File: src/hw/pmhs_pkg.sv
// Package for the power-management and hot-swap capability register bank
package pmhs_pkg;

    localparam int ADDR_W = 8;
    localparam int DATA_W = 8;

    // Byte offsets in configuration space
    localparam logic [7:0] OFS_PM_NEXT = 8'hDD;
    localparam logic [7:0] OFS_PSCS_LO = 8'hE0;
    localparam logic [7:0] OFS_PSCS_HI = 8'hE1;
    localparam logic [7:0] OFS_BRIDGE_SUP = 8'hE2;
    localparam logic [7:0] OFS_OPDATA = 8'hE3;
    localparam logic [7:0] OFS_HOTSWAP_CAP_ID = 8'hE4;
    localparam logic [7:0] OFS_HOTSWAP_NEXT = 8'hE5;

    // Field positions
    localparam int PS_LSB = 0;
    localparam int PS_MSB = 1;
    localparam int SUP_BPCC_BIT = 7;
    localparam int SUP_B2B3_BIT = 6;

    // Values
    localparam logic [15:0] PSCS_RESET = 16'h0000;
    localparam logic [1:0] PS_D0 = 2'h0;
    localparam logic [1:0] PS_D1 = 2'h1;
    localparam logic [1:0] PS_D2 = 2'h2;
    localparam logic [1:0] PS_D3HOT = 2'h3;
    localparam logic [7:0] OPDATA_VALUE = 8'h00;
    localparam logic [7:0] HOTSWAP_CAP_ID_DEFAULT = 8'h06;
    localparam logic [7:0] HOTSWAP_CAP_ID_COMPAT = 8'h00;
    localparam logic [7:0] HOTSWAP_NEXT_VALUE = 8'h00;
    localparam logic [7:0] PM_NEXT_CHASSIS = 8'hE4;
    localparam logic [7:0] PM_NEXT_OTHER = 8'h00;
    localparam logic [7:0] UNMAPPED_VALUE = 8'h00;

    typedef struct packed {
        logic [ADDR_W-1:0] addr;
        logic [DATA_W-1:0] wdata;
        logic wr;
        logic rd;
    } pmhs_req_t;

    // Pins caught through two flip-flops
    typedef struct packed {
        logic strap;
        logic chassis_mode;
        logic compat_mode;
    } pmhs_pins_t;

endpackage : pmhs_pkg

File: src/hw/pmhs_regs.sv
// Power-management control/status and hot-swap capability header registers
`timescale 1ns/1ps
`default_nettype none

//Contract
//- The power-state word keeps its value across the internal reset issued on the D3hot to D0 move.
//- Bits 1-0 of the power-state word are read/write and encode D0, D1, D2 and D3hot as 00 to 11.
//- Wake-event status bit 15 always reads 0.
//- Wake-enable bit 8 is read-only and reads 0.
//- Data-scale bits 14-13 are read-only and read 00b.
//- Data-select bits 12-9 are read-only and read 0000b.
//- Reserved bits 7-2 of the power-state word read as zeros.
//- Bridge-support bit 7 mirrors the bus-control strap, two clk_sys cycles late through the two synchronizer flops.
//- Bridge-support bit 6 mirrors the strap, and when 1 the secondary clocks stop in D3hot.
//- Secondary clocks stop whenever the primary clock stops, whatever the power state; sec_clk_run only drops in D3hot with the strap set.
//- The operating-data byte is unimplemented and reads 00h.
//- The hot-swap capability ID reads 06h normally and 00h in the compatible mode.
//- The hot-swap next-item pointer is read-only and reads zero.
//- The power-management next-item pointer reads E4h in hot-swap chassis mode and 00h otherwise.
module pmhs_regs (
    input wire logic clk_sys,
    input wire logic nrst,
    input wire logic [pmhs_pkg::ADDR_W-1:0] reg_addr,
    input wire logic [pmhs_pkg::DATA_W-1:0] reg_wdata,
    input wire logic reg_wr,
    input wire logic reg_rd,
    output logic [pmhs_pkg::DATA_W-1:0] reg_rdata,
    input wire logic bus_control_strap_input,
    input wire logic hotswap_chassis_mode,
    input wire logic hotswap_compat_mode,
    output logic [1:0] power_state,
    output logic sec_clk_run,
    output logic func_reset_pulse
);

    pmhs_pkg::pmhs_req_t req;
    pmhs_pkg::pmhs_pins_t pins_raw;
    pmhs_pkg::pmhs_pins_t sync1_reg;
    pmhs_pkg::pmhs_pins_t sync2_reg;
    logic [1:0] ps_reg;
    logic [1:0] ps_next;
    logic [pmhs_pkg::DATA_W-1:0] rdata_reg;
    logic [pmhs_pkg::DATA_W-1:0] rdata_next;
    logic run_reg;
    logic run_next;
    logic freset_reg;
    logic freset_next;

    wire logic ps_write;
    wire logic [15:0] pscs_word;
    wire logic [7:0] bridge_sup;
    wire logic [7:0] hotswap_id;
    wire logic [7:0] pm_next;

    assign req = '{addr: reg_addr, wdata: reg_wdata, wr: reg_wr, rd: reg_rd};
    assign pins_raw = '{strap: bus_control_strap_input, chassis_mode: hotswap_chassis_mode,
                        compat_mode: hotswap_compat_mode};

    // Only the low byte of the power-state word holds writable bits
    assign ps_write = req.wr && (req.addr == pmhs_pkg::OFS_PSCS_LO);
    assign ps_next = ps_write ? req.wdata[pmhs_pkg::PS_MSB:pmhs_pkg::PS_LSB] : ps_reg;

    // Upper fields and reserved bits are constant zero
    assign pscs_word = {1'b0, 2'b00, 4'h0, 1'b0, 6'h00, ps_reg};

    assign bridge_sup = {sync2_reg.strap, sync2_reg.strap, 6'h00};
    assign hotswap_id = sync2_reg.compat_mode ? pmhs_pkg::HOTSWAP_CAP_ID_COMPAT
                                              : pmhs_pkg::HOTSWAP_CAP_ID_DEFAULT;
    assign pm_next = sync2_reg.chassis_mode ? pmhs_pkg::PM_NEXT_CHASSIS
                                            : pmhs_pkg::PM_NEXT_OTHER;

    function automatic logic [7:0] read_mux(input logic [7:0] a, input logic [15:0] pw, input logic [7:0] bs,
                                            input logic [7:0] cid, input logic [7:0] pn);
        logic [7:0] v;
        v = pmhs_pkg::UNMAPPED_VALUE;
        case (a)
            pmhs_pkg::OFS_PM_NEXT: v = pn;
            pmhs_pkg::OFS_PSCS_LO: v = pw[7:0];
            pmhs_pkg::OFS_PSCS_HI: v = pw[15:8];
            pmhs_pkg::OFS_BRIDGE_SUP: v = bs;
            pmhs_pkg::OFS_OPDATA: v = pmhs_pkg::OPDATA_VALUE;
            pmhs_pkg::OFS_HOTSWAP_CAP_ID: v = cid;
            pmhs_pkg::OFS_HOTSWAP_NEXT: v = pmhs_pkg::HOTSWAP_NEXT_VALUE;
            default: v = pmhs_pkg::UNMAPPED_VALUE;
        endcase
        return v;
    endfunction : read_mux

    // Read data stand for exactly one cycle after the strobe
    assign rdata_next = req.rd ? read_mux(req.addr, pscs_word, bridge_sup, hotswap_id, pm_next)
                               : pmhs_pkg::UNMAPPED_VALUE;

    // Gating is on the primary clock, so a stopped primary freezes everything
    assign run_next = !(sync2_reg.strap && (ps_reg == pmhs_pkg::PS_D3HOT));

    // Internal function reset; it does not touch ps_reg
    assign freset_next = ps_write && (ps_reg == pmhs_pkg::PS_D3HOT)
                         && (req.wdata[pmhs_pkg::PS_MSB:pmhs_pkg::PS_LSB] == pmhs_pkg::PS_D0);

    always_ff @(posedge clk_sys or negedge nrst)
    begin
        if (!nrst)
        begin
            sync1_reg <= '0;
            sync2_reg <= '0;
        end
        else
        begin
            sync1_reg <= pins_raw;
            sync2_reg <= sync1_reg;
        end
    end

    // Only the external reset clears the power state
    always_ff @(posedge clk_sys or negedge nrst)
    begin
        if (!nrst)
        begin
            ps_reg <= pmhs_pkg::PSCS_RESET[1:0];
            rdata_reg <= '0;
            run_reg <= 1'b1;
            freset_reg <= 1'b0;
        end
        else
        begin
            ps_reg <= ps_next;
            rdata_reg <= rdata_next;
            run_reg <= run_next;
            freset_reg <= freset_next;
        end
    end

    assign reg_rdata = rdata_reg;
    assign power_state = ps_reg;
    assign sec_clk_run = run_reg;
    assign func_reset_pulse = freset_reg;

endmodule : pmhs_regs

`default_nettype wire

File: config.mk
export PLATFORM = sky130hd
export DESIGN_NAME = pmhs_regs
export DESIGN_NICKNAME = d
export VERILOG_FILES = /design/src/hw/pmhs_pkg.sv /design/src/hw/pmhs_regs.sv
export SDC_FILE = /design/constraint.sdc
export NUM_CORES = 1
export LEC_CHECK = 0
export ABC_AREA = 1
export BUFFER_PORTS_ARGS = -buffer_cell sky130_fd_sc_hd__buf_2
export CORE_MARGIN = 1
export CORE_UTILIZATION = 46
export DETAILED_ROUTE_END_ITERATION = 10
export PLACE_DENSITY_LB_ADDON = 0.2
export SLEW_MARGIN = 25
export SYNTH_ARGS = -nofsm -noshare
export SYNTH_HDL_FRONTEND = slang
export SYNTH_SLANG_ARGS = --single-unit
File: constraint.sdc
create_clock -name clk_sys -period 1.6 [get_ports clk_sys]
set_input_delay 0.16 -clock clk_sys [delete_from_list [all_inputs] [get_ports clk_sys]]
set_output_delay 0.16 -clock clk_sys [all_outputs]
set_load 0.05 [all_outputs]
Word-level counts from Yosys, hierarchy flattened

Index checks and enable logic that the tools add are counted.

Div/mod/pow operators: 0
Muxes and demuxes: 4
Bitwise gates (word level): 0
Reduce and logical (&&, ||, !) cells: 6
Equality and inequality tests: 5
Magnitude comparators: 0
Multiply operators: 0
Shift operators: 0
Add/sub/neg operators: 0

Operator list:

| cell                                        | count |
|---|---|
| equality test 8 bit (second input constant) | 4 |
| case mux 8 bit (4 select lines)             | 1 |
| two-way mux 8 bit                           | 2 |
| logical AND 1 bit                           | 4 |
| two-way mux 3 bit                           | 1 |
| equality test 2 bit (second input constant) | 1 |
| zero test 2 bit                             | 1 |
| zero test 1 bit                             | 1 |

Bits in read-only memories: 0
Register bits: 18
Latch bits: 0
Memories: 0
Input port bits: 23
RAM bits: 0

Logic depth before layout (Yosys ltp)

Gate-level depths: netlist of the first run.

Depth after elaboration: 4
Mapped depth: 9

Worst setup path after synthesis of the first run

No wires, ideal clock.

Path type: register -> register
From: register ps_reg[0] (netlist: power_state[0])
To: register rdata_reg (netlist bit reg_rdata[0])
Data arrival time: 0.978 ns
Library setup time: 0.101 ns
Required time: 1.499 ns
Buffers on the path: 0
Slack: 0.522 ns
Period minus slack after synthesis: 1.078 ns
Stages on the path, launching flop included: 3
Path through: dfrtp_1 > inv_1 > nor4_1

Word-level cells in the longest chain between the ends: 2

Ends and longest elaborated chain:

| item                            | line             | text |
|---|---|---|
| from (decl)                     | pmhs_regs.sv:40  | `logic [1:0] ps_reg;` |
| from (signal assigned)          | pmhs_regs.sv:119 | `ps_reg <= pmhs_pkg::PSCS_RESET[1:0];` |
| from (signal assigned)          | pmhs_regs.sv:126 | `ps_reg <= ps_next;` |
| case mux 8 bit (4 select lines) | pmhs_regs.sv:76  | `case (a)` |
| two-way mux 8 bit               | pmhs_regs.sv:90  | `assign rdata_next = req.rd ? read_mux(req.addr, pscs_word, bridge_sup, hotswap_id, pm_next)` |
| named net rdata_next (one bit)  | pmhs_regs.sv:43  | `logic [pmhs_pkg::DATA_W-1:0] rdata_next;` |
| to (signal assigned)            | pmhs_regs.sv:127 | `rdata_reg <= rdata_next;` |
| to (decl)                       | pmhs_regs.sv:42  | `logic [pmhs_pkg::DATA_W-1:0] rdata_reg;` |

The timed path passes the listed nets, and every way through them passes these cells.
A chain may end at the register's enable or synchronous reset.

Final worst setup path of the first run

From: register run_reg (netlist: sec_clk_run)
To: output port sec_clk_run

RTL lines:

| item                   | line             | text |
|---|---|---|
| from (decl)            | pmhs_regs.sv:44  | `logic run_reg;` |
| from (signal assigned) | pmhs_regs.sv:128 | `run_reg <= run_next;` |
| to (decl)              | pmhs_regs.sv:32  | `output logic sec_clk_run,` |

No word-level cell between the ends.

==> results of run 1 <==
==> layout by cell type (no fill, tap or decap), types with 3 or more instances in the layout <==
master / instances
buf_2: 26
nand2_1: 18
nor2_2: 4
dfrtp_1: 14
dlygate4sd3_1: 4
nor2_1: 9
inv_1: 10
clkbuf_4: 3
nand3_1: 3
==> power breakdown <==
| part | internal (µW) | total (µW) | leakage [µW] | switching, µW |
|---|---|---|---|---|
| sequential | 390 | 395 | 0.000187 | 4.84 |
| combinational | 32.4 | 92.2 | 0.000277 | 59.9 |
| clock | 92.7 | 203 | 0.0000177 | 110 |
==> cells in the mapped netlist <==
| cell type | instances |
|---|---|
| nor4_1 | 1 |
| nor2_4 | 2 |
| nand2_2 | 2 |
| dfstp_2 | 1 |
| nand3b_1 | 1 |
| nand2_4 | 1 |
| o21ai_1 | 1 |
| buf_4 | 3 |
| dfrtp_1 | 14 |
| nor3_2 | 1 |
| nand2_1 | 18 |
| conb_1 | 1 |
| a21oi_1 | 2 |
| nor2_2 | 4 |
| inv_1 | 10 |
| inv_2 | 2 |
| nor2_1 | 9 |
| nand3_1 | 3 |
==> metrics by stage <==
step / setup WS, ns / cells
final: 0.400 / 123
after global routing: 0.359 / 123
after CTS: 0.392 / 123
after detailed placement: 0.594 / 115
after global placement: 0.609 / 115
after floorplan: 0.522 / 77
==> layer usage <==
| layer | wire [µm] | part of all wire (%) |
|---|---|---|
| met5 | 0 | 0 |
| met1 | 486 | 42 |
| met4 | 0 | 0 |
| met2 | 588 | 51 |
| met3 | 77 | 6.7 |
==> cell type report <==
class / count / area, µm²
Inverter: 12 / 45.0
Multi-Input combinational cell: 47 / 234
Tap cell: 15 / 18.8
Sequential cell: 15 / 377
Fill cell: 110 / 462
Clock inverter: 1 / 5.00
Clock buffer: 3 / 22.5
Timing Repair Buffer: 30 / 170
==> worst paths after layout <==
path | end | cells after the start | startpoint
min reg2reg | sync2_reg[1] | 0 | sync1_reg[1]
max in group asynchronous | sec_clk_run | 2 | nrst
max | sec_clk_run | 1 | sec_clk_run
min in group asynchronous | reg_rdata[5] | 2 | nrst
max reg2reg | reg_rdata[0] | 2 | power_state[0]
min | func_reset_pulse | 2 | reg_wdata[0]
==> logic make-up (layout without fill, tap and decap cells) <==
kind of cell,after synthesis,count (layout)
buf+inv,15,46
flops,15,15
simple gates,42,42
compound gates,3,3
other cells,1,2
==> impl_metrics.env, run 1 <==
export IMPL_power_density_nw_per_um2=791
export IMPL_ff2ff_setup_slack_ns=0.76
export IMPL_clk_path_buf_depth=2
export IMPL_grt_pass1_wl_um=1850
export IMPL_h_tree_depth=1
export IMPL_nets=132
export IMPL_numCtsBuffers=3
export IMPL_die_y_um=40.3
export IMPL_crit_fanout=1
export IMPL_cp_data_required_time_ns=1.44
export IMPL_setup_viol_count_final=0
export IMPL_syn_inst=76
export IMPL_worstPathBufferInverterCount=1
export IMPL_post_cts_buffers=0
export IMPL_cts_tree="yes"
export IMPL_clk_pin_slew_ns=0.08
export IMPL_first_iter_violations=11
export IMPL_grtUsageMet2_pct=35.1
export IMPL_synthTopCellsByArea="dfrtp_1, nand2_1, inv_1, nor2_1, dfstp_2"
export IMPL_largest_register_ffs=5
export IMPL_slew_violations=0
export IMPL_power_uw=690
export IMPL_maxCapViolCount=0
export IMPL_crit_arrival_ns=1.04
export IMPL_synthAdderAreaFrac_pct=0
export IMPL_routed_wl_um=1150
export IMPL_ir_drop_uv=455
export IMPL_max_freq_mhz=833
export IMPL_core_area_um2=1330
export IMPL_setup_worst_path_start_class="flop"
export IMPL_diodes=0
export IMPL_synthDistinctLibCells=18
export IMPL_min_path_type="in2reg"
export IMPL_fin_util_pct=65.4
export IMPL_p_leak_uw=0.000482
export IMPL_finalSetupTns_ns=0
export IMPL_grtUsageMet3_pct=8.33
export IMPL_synthSimpleGateAreaFrac_pct=31.4
export IMPL_drt_pass1_iter_count=4
export IMPL_row_count=13
export IMPL_synth_compound_area_share_pct=2.23
export IMPL_wl_per_cell_um=9.37
export IMPL_cts_resized=0
export IMPL_crit_chain="buf_2"
export IMPL_final_hold_violation_count=0
export IMPL_fin_skew_ns=0.00395
export IMPL_seq_area_frac_synth_pct=55.8
export IMPL_ios=35
export IMPL_grt_max_degree=16
export IMPL_antenna_found_initial=0
export IMPL_cpMaxStageDelayCell="dfstp_2"
export IMPL_fin_crit_ns=1.20
export IMPL_dieArea_um2=1620
export IMPL_yosys_area_top_type="dfrtp_1"
export IMPL_hold_buffers=4
export IMPL_synthToLayoutAreaGrowth_pct=29.3
export IMPL_critical_path_max_stage_delay_ns=0.52
export IMPL_grt_pass1_vias=508
export IMPL_dpl_cell_area_um2=805
export IMPL_timing_hold_ws_ns=0.0456
export IMPL_viasPerCell=4.52
export IMPL_syn_area_per_cell_um2=8.87
export IMPL_grt_usage_pct=18.3
export IMPL_rsz0062_at_grt="false"
export IMPL_global_route_usage_met1_pct=17.0
export IMPL_status="finished, final reports clean"
export IMPL_start_util_pct=50.6
export IMPL_drc=0
export IMPL_yosys_area_top_type_share_pct=51.9
export IMPL_yosysWarningCount=0
export IMPL_syn_area_um2=674
export IMPL_clock_sinks=15
export IMPL_ant_nets=0
export IMPL_gp_congestion=0.687
export IMPL_drive_above_1_share_pct=39.8
export IMPL_port_buffers=26
export IMPL_worstSkewPairLatency_ns=0.28
export IMPL_place_hpwl_um=887
export IMPL_root_buffer="clkbuf_4"
export IMPL_grt_busiest_layer="met2"
export IMPL_vias=556
export IMPL_crit_family="flip-flops"
export IMPL_grt_ovfl_total=0
export IMPL_ys_seq_elements=15
export IMPL_min_period_over_period_pct=75.0
export IMPL_synth_top_family_by_area="simple AND/OR/NAND/NOR gates"
export IMPL_worstSetupPathType="reg2out"
export IMPL_synth_xor_area_share_pct=0
export IMPL_muxShareOfSynthArea_pct=0
export IMPL_final_area_um2=872
export IMPL_die_w_um=40.3
export IMPL_endpoint_kind="output pin"
No activity file was read; power rests on OpenSTA's default activity.
==> run 2, diff against run 1 <==
--- a/config.mk
+++ b/config.mk
@@ -8,7 +8,7 @@
 export ABC_AREA = 1
 export BUFFER_PORTS_ARGS = -buffer_cell sky130_fd_sc_hd__buf_2
 export CORE_MARGIN = 1
-export CORE_UTILIZATION = 46
+export CORE_UTILIZATION = 38
 export DETAILED_ROUTE_END_ITERATION = 10
 export PLACE_DENSITY_LB_ADDON = 0.2
 export SLEW_MARGIN = 25
==> constraint.sdc (replaced) <==
create_clock -name clk_sys -period 1.05 [get_ports clk_sys]
set_input_delay 0.105 -clock clk_sys [delete_from_list [all_inputs] [get_ports clk_sys]]
set_output_delay 0.105 -clock clk_sys [all_outputs]
set_load 0.05 [all_outputs]
==> run 2 against run 1 <==
Utilization fell by 8.2 points. The run now ends with DRC, setup timing left. Combinational power grew 59%. Clock skew is 0.00062 ns lower. Worst setup slack worse by 0.41 ns. Register-to-register slack got worse by 0.59 ns. Largest cell class unchanged. Global-route usage is 4.2 points lower.
==> impl_metrics.env, run 2 (synthesis gave the netlist of run 1 again) <==
export IMPL_routed_wl_um=1060
export IMPL_fin_util_pct=57.2
export IMPL_final_hold_violation_count=0
export IMPL_endpoint_kind="output pin"
export IMPL_maxCapViolCount=0
export IMPL_die_y_um=44.1
export IMPL_gp_congestion=0.734
export IMPL_drive_above_1_share_pct=39.4
export IMPL_violations="DRC, setup timing"
export IMPL_critical_path_max_stage_delay_ns=0.54
export IMPL_crit_arrival_ns=0.95
export IMPL_grt_pass1_vias=510
export IMPL_worstPathBufferInverterCount=1
export IMPL_first_iter_violations=10
export IMPL_min_period_over_period_pct=101
export IMPL_fill_cells=152
export IMPL_finalSetupTns_ns=-0.00786
export IMPL_seqCellArea_um2=378
export IMPL_swShare_pct=24.1
export IMPL_grt_pass1_wl_um=1860
export IMPL_clk_pin_slew_ns=0.08
export IMPL_crit_chain="buf_8"
export IMPL_h_tree_depth=1
export IMPL_row_count=14
export IMPL_power_uw=1050
export IMPL_cp_data_required_time_ns=0.94
export IMPL_place_hpwl_um=858
export IMPL_vias=561
export IMPL_slew_violations=0
export IMPL_multiInputGateArea_um2=234
export IMPL_cts_tree="yes"
export IMPL_p_switching_uw=254
export IMPL_power_density_nw_per_um2=1170
export IMPL_cpMaxStageDelayCell="dfstp_2"
export IMPL_die_w_um=44.1
export IMPL_worstSkewPairLatency_ns=0.27
export IMPL_comb_power_share_pct=14.0
export IMPL_setup_worst_path_start_class="flop"
export IMPL_ant_nets=0
export IMPL_clk_path_buf_depth=2
export IMPL_pre_cts_ws_ns=0.108
export IMPL_setup_viol_count_final=1
export IMPL_numCtsBuffers=3
export IMPL_clock_sinks=15
export IMPL_root_buffer="clkbuf_4"
export IMPL_p_int_uw=799
export IMPL_antenna_found_initial=0
export IMPL_largest_register_ffs=5
export IMPL_fin_skew_ns=0.00333
export IMPL_drc=3
export IMPL_final_setup_worst_slack_ns=-0.00786
export IMPL_grt_usage_pct=14.1
export IMPL_crit_family="flip-flops"
export IMPL_pwr_share_clk_pct=28.8
export IMPL_final_common_cell="buf_2"
export IMPL_min_path_type="in2reg"
export IMPL_synthToLayoutAreaGrowth_pct=33.8
export IMPL_ios=35
export IMPL_p_seq_share_pct=57.3
export IMPL_grt_ovfl_total=0
export IMPL_port_buffers=26
export IMPL_rsz0062_at_grt="true"
export IMPL_viasPerCell=4.49
export IMPL_cp_depth=1
export IMPL_grt_max_degree=16
export IMPL_worstHoldPathCells=3
export IMPL_nets=133
export IMPL_max_freq_mhz=945
export IMPL_drt_pass1_iter_count=9
export IMPL_fin_crit_ns=1.06
export IMPL_layout_common_cells="buf_2, nand2_1, dfrtp_1"
export IMPL_worstSetupPathType="reg2out"
export IMPL_p_leak_uw=0.000491
export IMPL_diodes=0
export IMPL_crit_fanout=1
export IMPL_status="complete, but fails checks"
export IMPL_r2r_cells=2
export IMPL_start_util_pct=42.8
export IMPL_ir_drop_uv=1030
export IMPL_core_area_um2=1580
export IMPL_dieArea_um2=1950
export IMPL_wl_per_cell_um=8.47
-- run 2: cell count changes in the layout (fill, tap and decap cells not counted), sizes merged --
cell,change
clkbuf,+1
clkinv,-1
dlygate4sd3,+1
-- run 2: layout make-up --
| type | count | share of cell area (%) |
|---|---|---|
| clock buffer | 4 | 2.91 |
| timing repair buffer | 31 | 22.1 |
| inverter | 12 | 4.99 |
| sequential | 15 | 41.9 |
| multi-input combinational | 47 | 25.9 |
| tap | 16 | 2.22 |
-- run 2: final timing paths --
kind                                      from            to  slack (ns)
worst min register to register    sync1_reg[1]  sync2_reg[1]        0.35
max in group asynchronous                 nrst   sec_clk_run        0.51
min in group asynchronous                 nrst  reg_rdata[2]        0.25
worst max-delay path               sec_clk_run   sec_clk_run      -0.008
worst max register to register  power_state[0]  reg_rdata[0]        0.17
worst min-delay path                    reg_rd  reg_rdata[6]        0.09
-- run 2: routing by layer --
metal  up-vias  global-route usage, %  share of wire [%]
met2        19                   22.1                 48
met4         0                   9.09                2.3
met1       248                   14.7                 42
li1        289                      -                  -
met3         5                   7.35                8.1
met5         -                      0                  0
-- run 2: power groups by stage --
stage	logic [µW]	clock network [µW]	registers, µW
final	147	303	603
after global routing	164	341	605
after CTS	146	318	603
after detailed placement	129	0	614
after global placement	127	0	613
after floorplan	60.0	0	630
-- run 2: timing repair --
| action | in CTS | in global routing |
|---|---|---|
| pin swaps | 0 | 0 |
| gates resized for setup | 4 | 3 |
| hold buffers | 5 | 0 |
| hold endpoints to repair | 19 | 0 |
| endpoints found under the setup margin | 2 | 3 |
| setup buffers | 0 | 0 |
-- run 2: metrics by stage --
stage | area, µm² | std cells | hold slack (ns)
5_1_grt | 902 | 125 | 0.0925
3_3_place_gp | 807 | 116 | 0.0136
6_report | 902 | 125 | 0.0868
2_1_floorplan | 679 | 77 | -0.191
3_5_place_dp | 807 | 116 | 0.0159
4_1_cts | 896 | 125 | 0.0785
